[config.mk]
export PLATFORM = sky130hd
export DESIGN_NAME = secp_top
export DESIGN_NICKNAME = d
export VERILOG_FILES = /design/src/verilog/secp_pkg.sv /design/src/verilog/secp_top.sv
export SDC_FILE = /design/constraint.sdc
export NUM_CORES = 1
export LEC_CHECK = 0
export BUFFER_PORTS_ARGS = -buffer_cell sky130_fd_sc_hd__buf_2
export CAP_MARGIN = 15
export CELL_PAD_IN_SITES_DETAIL_PLACEMENT = 1
export CELL_PAD_IN_SITES_GLOBAL_PLACEMENT = 2
export CORE_MARGIN = 1
export CORE_UTILIZATION = 35
export CTS_CLUSTER_DIAMETER = 40
export DETAILED_ROUTE_END_ITERATION = 6
export GPL_TIMING_DRIVEN = 0
export PLACE_DENSITY_LB_ADDON = 0.12
export SETUP_SLACK_MARGIN = 0.15
export SLEW_MARGIN = 5
export SYNTH_ARGS = -nofsm -noshare
export SYNTH_HDL_FRONTEND = slang
export SYNTH_SLANG_ARGS = --single-unit
[constraint.sdc]
create_clock -name clk -period 2.1 [get_ports clk]
set_input_delay 0.105 -clock clk [delete_from_list [all_inputs] [get_ports clk]]
set_output_delay 0.105 -clock clk [all_outputs]
set_load 0.01 [all_outputs]
[src/verilog/secp_pkg.sv]
// constants and types for the serial memory command port
package secp_pkg;
	// ----------------------------------------
	// opcodes
	// ----------------------------------------
	localparam logic [7:0] OP_SET_LATCH = 8'h06;
	localparam logic [7:0] OP_CLR_LATCH = 8'h04;
	localparam logic [7:0] OP_STAT_RD = 8'h05;
	localparam logic [7:0] OP_STAT_WR = 8'h01;
	localparam logic [7:0] OP_MEM_RD = 8'h03;
	localparam logic [7:0] OP_MEM_WR = 8'h02;
	// ----------------------------------------
	// status byte layout
	// ----------------------------------------
	localparam int SB_BUSY = 0;
	localparam int SB_LATCH = 1;
	localparam int SB_BP0 = 2;
	localparam int SB_BP1 = 3;
	localparam int SB_LOCK = 4;
	localparam int SB_IDPG = 6;
	localparam int SB_PPEN = 7;
	localparam logic [7:0] STAT_WR_MASK = 8'hDC;
	localparam logic [7:0] STAT_RST = 8'h00;
	localparam logic [7:0] STAT_BUSY_BYTE = 8'hFF;
	// ----------------------------------------
	// address and protection
	// ----------------------------------------
	localparam int ADDR_W = 15;
	localparam int PAGE_W = 6;
	localparam logic [14:0] PROT_QUARTER = 15'h6000;
	localparam logic [14:0] PROT_HALF = 15'h4000;
	localparam logic [1:0] BP_NONE = 2'h0;
	localparam logic [1:0] BP_QUARTER = 2'h1;
	localparam logic [1:0] BP_HALF = 2'h2;
	localparam logic [1:0] BP_FULL = 2'h3;
	localparam logic [2:0] BIT_LAST = 3'h7;
	// ----------------------------------------
	// timing
	// ----------------------------------------
	localparam int CLK_KHZ = 40000;
	localparam int T_WC_US = 5000;
	localparam int WC_CYCLES_DEF = T_WC_US * CLK_KHZ / 1000;
	localparam int WC_W = 18;
	// ----------------------------------------
	// types
	// ----------------------------------------
	typedef enum logic [2:0] {
		S_IDLE = 3'b000,
		S_OP = 3'b001,
		S_ADDR = 3'b010,
		S_RDAT = 3'b011,
		S_WDAT = 3'b100,
		S_SOUT = 3'b101,
		S_SIN = 3'b110,
		S_IGN = 3'b111
	} secp_state_t;

	typedef struct packed {
		logic rd;
		logic wr;
		logic commit;
		logic id_page;
		logic [14:0] addr;
		logic [7:0] data;
	} secp_mem_req_t;
endpackage : secp_pkg

[src/verilog/secp_top.sv]
// serial command front end: pins, opcode decode, status and write timer
// Notes on behaviour
// - only clock modes (0,0) and (1,1); idle level of sck is free.
// - input bits are captured on rising sck edges.
// - output bits change on falling sck edges during reads.
// - select high: output released, standby unless write cycle runs.
// - write-protect pin high never blocks any write.
// - pin low with pin-enable bit set refuses status writes.
// - pause low freezes the serial state; high resumes without restart.
// - first eight bits after select falls form the opcode.
// - only six opcodes act; others ignored until select rises.
// - set latch 06h, clear latch 04h, status read 05h.
// - status write 01h, memory read 03h, memory write 02h.
// - memory writes need the write latch set, else rejected.
// - 64-byte id page replaces array while page-select bit is 1.
// - lock bit protects id page against writing.
// - write cycle starts at select rise, lasts at most 5 ms.
// - set-latch opcode sets, clear-latch clears the write latch.
// - during write cycle only status read is accepted.
// - busy reads 1 during write cycle, host cannot write it.
// - only low 15 address bits are used.
`timescale 1ns/1ps
module secp_top #(
	parameter int WC_CYCLES = secp_pkg::WC_CYCLES_DEF
) (
	input wire logic clk,
	input wire logic rst_b,
	input wire logic sck,
	input wire logic cs_b,
	input wire logic si,
	input wire logic wp_b,
	input wire logic hold_b,
	output logic so_o,
	output logic so_oe,
	output logic standby,
	output logic [7:0] status_o,
	output secp_pkg::secp_mem_req_t mem_req_o,
	input wire logic [7:0] mem_rd_data
);
	import secp_pkg::*;

	// ----------------------------------------
	// helpers
	// ----------------------------------------
	function automatic logic prot_hit(input logic [14:0] a, input logic [1:0] bp);
		logic hit;
		hit = 1'b0;
		case (bp)
			BP_NONE: hit = 1'b0;
			BP_QUARTER: hit = (a >= PROT_QUARTER);
			BP_HALF: hit = (a >= PROT_HALF);
			default: hit = 1'b1;
		endcase
		return hit;
	endfunction : prot_hit

	// id page uses only the in-page offset
	function automatic logic [14:0] map_addr(input logic [15:0] a, input logic id);
		return id ? {{(ADDR_W - PAGE_W){1'b0}}, a[PAGE_W-1:0]} : a[ADDR_W-1:0];
	endfunction : map_addr

	function automatic secp_state_t decode_op(input logic [7:0] op, input logic busy);
		secp_state_t s;
		s = S_IGN;
		if (op == OP_STAT_RD) begin
			s = S_SOUT;
		end else if (busy) begin
			s = S_IGN;
		end else begin
			case (op)
				OP_STAT_WR: s = S_SIN;
				OP_MEM_RD: s = S_ADDR;
				OP_MEM_WR: s = S_ADDR;
				default: s = S_IGN;
			endcase
		end
		return s;
	endfunction : decode_op

	// ----------------------------------------
	// pin synchronisers
	// ----------------------------------------
	logic [4:0] sync1_r;
	logic [4:0] sync2_r;
	logic sck_q_r;
	logic cs_q_r;

	always_ff @(posedge clk or negedge rst_b) begin
		if (!rst_b) begin
			sync1_r <= 5'h1B;
			sync2_r <= 5'h1B;
			sck_q_r <= 1'b0;
			cs_q_r <= 1'b1;
		end else begin
			sync1_r <= {sck, cs_b, si, hold_b, wp_b};
			sync2_r <= sync1_r;
			sck_q_r <= sync2_r[4];
			cs_q_r <= sync2_r[3];
		end
	end

	wire sck_s = sync2_r[4];
	wire cs_s = sync2_r[3];
	wire si_s = sync2_r[2];
	wire hold_s = sync2_r[1];
	wire wp_s = sync2_r[0];

	// ----------------------------------------
	// edge and decode wires
	// ----------------------------------------
	secp_state_t state_r;
	logic [2:0] bit_cnt_r;
	logic [7:0] in_sh_r;
	logic [7:0] out_sh_r;
	logic so_r;
	logic [15:0] addr_r;
	logic addr_hi_r;
	logic op_rd_r;
	logic [7:0] stat_r;
	logic busy_r;
	logic [WC_W-1:0] wc_cnt_r;
	logic wr_any_r;
	logic stat_got_r;
	logic set_pend_r;
	logic clr_pend_r;
	logic load_pend_r;
	secp_mem_req_t req_r;

	// mode-neutral: edges, not levels, drive the engine
	// paused: sck edges are not seen
	wire sck_rise = sck_s & ~sck_q_r & ~cs_s & hold_s;
	wire sck_fall = ~sck_s & sck_q_r & ~cs_s & hold_s;
	wire cs_fall = ~cs_s & cs_q_r;
	wire cs_rise = cs_s & ~cs_q_r;
	wire [7:0] byte_in = {in_sh_r[6:0], si_s};
	wire byte_end = sck_rise & (bit_cnt_r == BIT_LAST);
	wire id_pg = stat_r[SB_IDPG];
	wire [1:0] bp = {stat_r[SB_BP1], stat_r[SB_BP0]};
	// pin high never blocks; low with enable bit refuses
	wire hw_prot = stat_r[SB_PPEN] & ~wp_s;
	// busy comes from the timer only
	wire [7:0] stat_view = busy_r ? STAT_BUSY_BYTE : {stat_r[7:1], busy_r};
	wire [15:0] addr_full = {addr_r[7:0], byte_in};
	wire [15:0] addr_pg_inc = {addr_r[15:PAGE_W], addr_r[PAGE_W-1:0] + 6'h01};
	wire [15:0] addr_all_inc = addr_r + 16'h0001;
	wire [15:0] rd_next = id_pg ? addr_pg_inc : addr_all_inc;
	wire [14:0] wr_addr = map_addr(addr_r, id_pg);
	// latch required; id page lock and full protection
	wire wr_block = ~stat_r[SB_LATCH] | prot_hit(wr_addr, bp)
		| (id_pg & (stat_r[SB_LOCK] | (bp == BP_FULL)));
	wire rd_first = byte_end & (state_r == S_ADDR) & addr_hi_r & op_rd_r;
	wire rd_more = byte_end & (state_r == S_RDAT);
	wire rd_go = rd_first | rd_more;
	wire [14:0] rd_addr = rd_first ? map_addr(addr_full, id_pg) : map_addr(rd_next, id_pg);
	wire wr_go = byte_end & (state_r == S_WDAT) & ~wr_block;
	// commit only at a byte boundary on select rise
	wire commit_go = cs_rise & (state_r == S_WDAT) & (bit_cnt_r == 3'h0) & wr_any_r;
	// status write refused under pin protection
	wire stat_commit = cs_rise & (state_r == S_SIN) & (bit_cnt_r == 3'h0) & stat_got_r
		& stat_r[SB_LATCH] & ~hw_prot;
	wire both_id = in_sh_r[SB_IDPG] & in_sh_r[SB_LOCK];
	wire [7:0] wr_mask = both_id ? (STAT_WR_MASK & ~8'h50) : STAT_WR_MASK;
	wire [7:0] stat_new = (stat_r & ~wr_mask) | (in_sh_r & wr_mask);
	wire wc_done = busy_r & (wc_cnt_r == '0);
	wire stat_load = (byte_end & (state_r == S_OP) & (byte_in == OP_STAT_RD))
		| (byte_end & (state_r == S_SOUT));
	wire op_latch = byte_end & (state_r == S_OP) & ~busy_r;

	// ----------------------------------------
	// serial engine
	// ----------------------------------------
	always_ff @(posedge clk or negedge rst_b) begin
		if (!rst_b) begin
			state_r <= S_IDLE;
			bit_cnt_r <= 3'h0;
			in_sh_r <= 8'h00;
			addr_r <= 16'h0000;
			addr_hi_r <= 1'b0;
			op_rd_r <= 1'b0;
		end else if (cs_s) begin
			state_r <= S_IDLE;
			bit_cnt_r <= 3'h0;
			addr_hi_r <= 1'b0;
		end else if (cs_fall) begin
			state_r <= S_OP;
			bit_cnt_r <= 3'h0;
		end else if (sck_rise) begin
			in_sh_r <= byte_in;
			bit_cnt_r <= bit_cnt_r + 3'h1;
			if (bit_cnt_r == BIT_LAST) begin
				case (state_r)
					S_OP: begin
						state_r <= decode_op(byte_in, busy_r);
						op_rd_r <= (byte_in == OP_MEM_RD);
					end
					S_ADDR: begin
						addr_r <= addr_full;
						addr_hi_r <= 1'b1;
						if (addr_hi_r) begin
							state_r <= op_rd_r ? S_RDAT : S_WDAT;
						end
					end
					S_RDAT: addr_r <= rd_next;
					// page roll-over keeps the page address
					S_WDAT: addr_r <= addr_pg_inc;
					default: state_r <= state_r;
				endcase
			end
		end
	end

	// ----------------------------------------
	// output shifter
	// ----------------------------------------
	always_ff @(posedge clk or negedge rst_b) begin
		if (!rst_b) begin
			out_sh_r <= 8'h00;
			so_r <= 1'b0;
			load_pend_r <= 1'b0;
		end else begin
			// read data lands one cycle after the request
			load_pend_r <= rd_go;
			if (load_pend_r) begin
				out_sh_r <= mem_rd_data;
			end else if (stat_load) begin
				out_sh_r <= stat_view;
			end else if (sck_fall & ((state_r == S_RDAT) | (state_r == S_SOUT))) begin
				so_r <= out_sh_r[7];
				out_sh_r <= {out_sh_r[6:0], 1'b0};
			end
		end
	end

	// ----------------------------------------
	// memory requests
	// ----------------------------------------
	always_ff @(posedge clk or negedge rst_b) begin
		if (!rst_b) begin
			req_r <= '0;
			wr_any_r <= 1'b0;
		end else begin
			req_r.rd <= rd_go;
			req_r.wr <= wr_go;
			req_r.commit <= commit_go;
			if (rd_go | wr_go) begin
				req_r.addr <= rd_go ? rd_addr : wr_addr;
				req_r.data <= byte_in;
				req_r.id_page <= id_pg;
			end
			if (cs_fall) begin
				wr_any_r <= 1'b0;
			end else if (wr_go) begin
				wr_any_r <= 1'b1;
			end
		end
	end

	// ----------------------------------------
	// status and write cycle timer
	// ----------------------------------------
	always_ff @(posedge clk or negedge rst_b) begin
		if (!rst_b) begin
			stat_r <= STAT_RST;
			busy_r <= 1'b0;
			wc_cnt_r <= '0;
			stat_got_r <= 1'b0;
			set_pend_r <= 1'b0;
			clr_pend_r <= 1'b0;
		end else begin
			if (cs_fall) begin
				stat_got_r <= 1'b0;
				set_pend_r <= 1'b0;
				clr_pend_r <= 1'b0;
			end else if (op_latch) begin
				set_pend_r <= (byte_in == OP_SET_LATCH);
				clr_pend_r <= (byte_in == OP_CLR_LATCH);
			end else if (byte_end & (state_r == S_SIN)) begin
				stat_got_r <= 1'b1;
			end else if (sck_rise) begin
				// stray bits after a latch opcode void it
				set_pend_r <= 1'b0;
				clr_pend_r <= 1'b0;
			end
			if (commit_go | stat_commit) begin
				busy_r <= 1'b1;
				wc_cnt_r <= WC_W'(WC_CYCLES - 1);
			end else if (wc_done) begin
				busy_r <= 1'b0;
			end else if (busy_r) begin
				wc_cnt_r <= wc_cnt_r - 1'b1;
			end
			if (stat_commit) begin
				stat_r <= stat_new;
			end else if (wc_done) begin
				// write disable once the cycle ends
				stat_r[SB_LATCH] <= 1'b0;
			end else if (cs_rise & set_pend_r) begin
				stat_r[SB_LATCH] <= 1'b1;
			end else if (cs_rise & clr_pend_r) begin
				stat_r[SB_LATCH] <= 1'b0;
			end else if (cs_rise & ((state_r == S_RDAT) | (state_r == S_WDAT))) begin
				// id page select drops after an access
				stat_r[SB_IDPG] <= 1'b0;
			end
		end
	end

	// ----------------------------------------
	// outputs
	// ----------------------------------------
	// released outside data phases and while paused
	assign so_oe = ~cs_s & hold_s & ((state_r == S_RDAT) | (state_r == S_SOUT));
	assign so_o = so_r;
	// standby only when no cycle is running
	assign standby = cs_s & ~busy_r;
	assign status_o = {stat_r[7:1], busy_r};
	assign mem_req_o = req_r;
endmodule : secp_top

==> results.txt <==
The total overflow left after global routing is 0. Counting I/O delays and the setup requirement, the final critical path takes 2.03 ns. Across the run, the number of max-cap violations was 0.

The startpoint class of the critical path is a flop. The depth of the worst register-to-register path was 7. Largest net degree at the start of global routing: 65.

Counting instances, the worst hold path has a depth of 3. Based on the critical path, the design can be clocked at up to 492 MHz. Once the floorplan was initialized, standard cells occupied 36.2% of the core. The die is 131 µm wide. The synthesized netlist devotes 14.4% of its cell area to compound gates. The ratio of total power to cell area is 576 mW/mm².

Leading register cell type out of synthesis: dfrtp_1. Input and output buffers added on the ports amount to 51. The average wire per standard cell is 19.0 µm. Counting flops and latches in the post-synthesis netlist gives 108.

After synthesis, the share of flip-flops with an asynchronous set or reset is 100%. The tightest min-delay check is of the in -> reg type. Once placement completed, the tool counted placed cells totaling 851. Setup repair after global routing could not meet its margin everywhere. The clock arrives with 0.00817 ns of skew. The run gives 0.0161 mm² as the total core area. The worst path meets setup with 0.0661 ns of slack. Wires add up to 17500 µm.

The total design power was 4.40 mW; the die outline area was 0.0171 mm². Setup slack on the worst reg-to-reg path comes out at 0.07 ns. After detailed routing, the number of vias per cell comes to 5.29. The first TritonRoute pass finished after 4 iterations.

From bottom edge to top edge, the die measures 131 µm. Cells with a size suffix above 1 make up 34.8% of the layout. The final number of hold-violating endpoints is 0. For this design the top-level I/O count stands at 53. The largest fanout on the critical path is 6, and the residual DRC count is 0. TritonCTS created 9 clock buffers. The logs give 0 for the initial antenna violation count and 4997 for the via count of the first global-routing pass.

At the worst endpoint, the required time is 2.35 ns. The post-synth net total was 604; the area added between synthesis and finish was 31.2%. CTS placed an instance of clkbuf_16 at the clock tree root. The finished cells cover 0.00763 mm². The detailed placer's ending HPWL came out at 12000 µm. The count of yosys warnings during synthesis came out at 0. Across the VDD grid, the largest voltage drop is 0.410 mV.

Measured against its own limit, the worst slew margin works out to 48.9%. The minimum hold slack is 0.0648 ns, and the number of sinks handled by clock tree synthesis is 108. Clock-pin slew was measured on the worst setup and hold paths at 0.08 ns. The max-slew violation count was 0.

The longest clock path from root to sink contains 2 buffers. The portion of the clock cycle consumed by the worst path in the final layout works out to 96.9%. By area, the combinational part of the netlist is dominated by simple AND/OR/NAND/NOR gates. Combinational logic is responsible for 9.0% of the overall power. Setup violations remaining at the end of the flow were counted as 0. Summed over all failing endpoints, the final setup total negative slack is 0 ns. The cell area that synthesis handed to floorplanning was 0.00582 mm².

In this run the cell area measured after placement is 0.00639 mm². Type of the worst setup path: reg -> reg. The remaining number of nets flagged by the antenna check after routing is 0, and the count of flip-flops with a built-in enable after synthesis is 0.

For this run, the register share of the synthesized area comes to 46.7%. The synthesized area per cell came out at 9.99 µm². The pre-CTS setup slack is -0.272 ns.

The share of synthesized area spent on multiplexers was 7.31%. The flow ran to the end, and the final reports show no timing, DRC or antenna violations. The count of distinct cell types in the synthesized netlist is 82.

TritonCTS built the clock tree. In this run the critical register-to-register path is launched from sync2_r[4]. The clock reaches the later pin of the worst-skew pair after 0.36 ns.

For the sequential fraction of design power, the log shows 49.3%. In the global route stage, overall resource usage came out at 21.4%. The logs give 3.55 nW for the leakage power total and 47.5% for the core utilization of the finished layout. The number of rows created at floorplan is 46.

The hold path startpoint was mem_rd_data[2]. Summed over all nets, the switching power comes to 1.15 mW. In the final design database the tool counted 721 nets. 0 antenna diodes ended up in the layout. The detailed router finished its first iteration with 333 violations. The first global-routing pass estimated 27400 µm of wire.

The path with the worst hold slack has its endpoint at out_sh_r[2]. The clock network accounts for 41.7% of the total power. After Yosys synthesis, full adders, half adders and majority gates account for 1.51% of the synthesized area.

The congestion estimate from routability-driven global placement came to 0.805. The clock tree synthesis step divided the H-tree into 3 levels. The slew at the pin closest to its max-slew limit was 0.766 ns; the simple logic cell fraction of the synthesized area was 21.8%.

The final route contains 4865 vias. After the flow finishes, the layout carries non-filler instances totaling 920. The cell-internal power is 3.25 mW. STA puts the critical path data arrival time at 2.29 ns. Synthesis handed over a netlist of 582 instances. Type of element capturing the critical path: a flop. Of the total power, the share spent switching nets is 26.1%. Of the total synthesized cell area, the portion taken by XOR and XNOR cells is 3.46%. The endpoint of the worst register-to-register path was mem_req_o[13].
-- power groups by stage --
| stage | Combinational, mW | Clock [mW] | Sequential [mW] |
|---|---|---|---|
| final | 0.395 | 1.83 | 2.17 |
| after global routing | 0.437 | 1.96 | 2.17 |
| after CTS | 0.375 | 1.89 | 2.17 |
| after detailed placement | 0.326 | 0 | 2.21 |
| after global placement | 0.311 | 0 | 2.21 |
| after floorplan | 0.187 | 0 | 2.20 |
-- registers in the layout, summed over array words and instances, names as in the netlist, 3 cells and up, named ones only --
name,count
addr_r,15
bit_cnt_r,3
in_sh_r,8
mem_req_o,27
out_sh_r,8
stat_r,5
state_r,3
sync1_r,5
sync2_r,5
wc_cnt_r,18
-- cells in the final DEF, fill, tap and decap left out, types with 7 or more instances in the layout --
cell	instances
a21oi_1	25
buf_2	58
buf_4	41
buf_6	12
clkbuf_16	10
dfrtp_1	94
dfstp_2	9
dlygate4sd3_1	10
inv_1	23
mux2_2	8
mux2_4	11
mux2i_1	19
nand2_1	50
nand2b_1	9
nand3_1	14
nor2_1	50
nor2b_1	9
nor3_1	9
nor4_1	7
o21ai_0	30
o22ai_1	7
xnor2_1	15
xor2_1	8
-- logic make-up after synthesis --
| logic type | Yosys count |
|---|---|
| simple gates | 223 |
| compound gates | 123 |
| flops | 108 |
| buf+inv | 58 |
| mux | 39 |
| xor+xnor | 23 |
| fa+ha+maj | 7 |
| other cells | 1 |
-- per-layer routing --
| metal | wire (µm) | vias up | track usage (%) | share of wire, % |
|---|---|---|---|---|
| met5 | 0 | - | 0 | 0 |
| met4 | 174 | 0 | 6.83 | 1.0 |
| met3 | 755 | 11 | 3.18 | 4.3 |
| met2 | 8310 | 88 | 34.6 | 48 |
| met1 | 8220 | 2441 | 29.4 | 47 |
| li1 | - | 2325 | - | - |
-- worst max path at each step --
stage	from	to	slack, ns	depth (start not counted)
floorplan	addr_r[1]	mem_req_o[20]	0.15	6
global placement	rst_b	mem_req_o[5]	-0.47	1
detailed placement	addr_r[1]	mem_req_o[20]	-0.27	6
CTS	stat_r[6]	mem_req_o[20]	0.03	5
global route	sync2_r[1]	mem_req_o[13]	-0.006	7
finish	sync2_r[4]	mem_req_o[13]	0.07	7
-- critical path, stage by stage, from the launching register on --
cell      delay (ns)
dfstp_2         0.54
and4bb_1        0.24
buf_6           0.16
o2111a_2        0.24
buf_6           0.14
o21ai_2         0.05
a221o_1         0.29
mux2_2          0.26
-- repair_timing --
| action | CTS | global route |
|---|---|---|
| hold buffers | 10 | 0 |
| endpoints found under the hold margin | 44 | 0 |
| gates resized for setup | 47 | 71 |
| setup endpoints to repair | 73 | 68 |
| pin swaps | 13 | 13 |
| setup buffers | 30 | 13 |
-- cell type report --
cell class	count	area (µm²)
Fill cell	1753	8430
Tap cell	216	270
Inverter	23	86.3
Buffer	35	293
Clock buffer	9	225
Multi-Input combinational cell	416	3190
Sequential cell	108	2720
Clock inverter	7	87.6
Timing Repair Buffer	106	762
-- synthesized netlist by cell type, drive strengths merged (7+ instances only) --
| cell type | n | area, µm² |
|---|---|---|
| buf | 23 | 148 |
| nand2 | 53 | 209 |
| dfrtp | 99 | 2480 |
| nor2b | 9 | 56.3 |
| xor2 | 8 | 70.1 |
| a211oi | 7 | 52.6 |
| nand3 | 17 | 85.1 |
| inv | 23 | 86.3 |
| o22ai | 8 | 50.1 |
| dfstp | 9 | 236 |
| ha | 7 | 87.6 |
| mux2 | 19 | 225 |
| o21ai | 34 | 170 |
| clkbuf | 12 | 45.0 |
| nor4 | 12 | 126 |
| a21oi | 26 | 130 |
| nor2 | 57 | 216 |
| nand2b | 9 | 56.3 |
| xnor2 | 15 | 131 |
| nor3 | 15 | 86.3 |
| mux2i | 20 | 200 |
(Power assumes the default switching activity.)
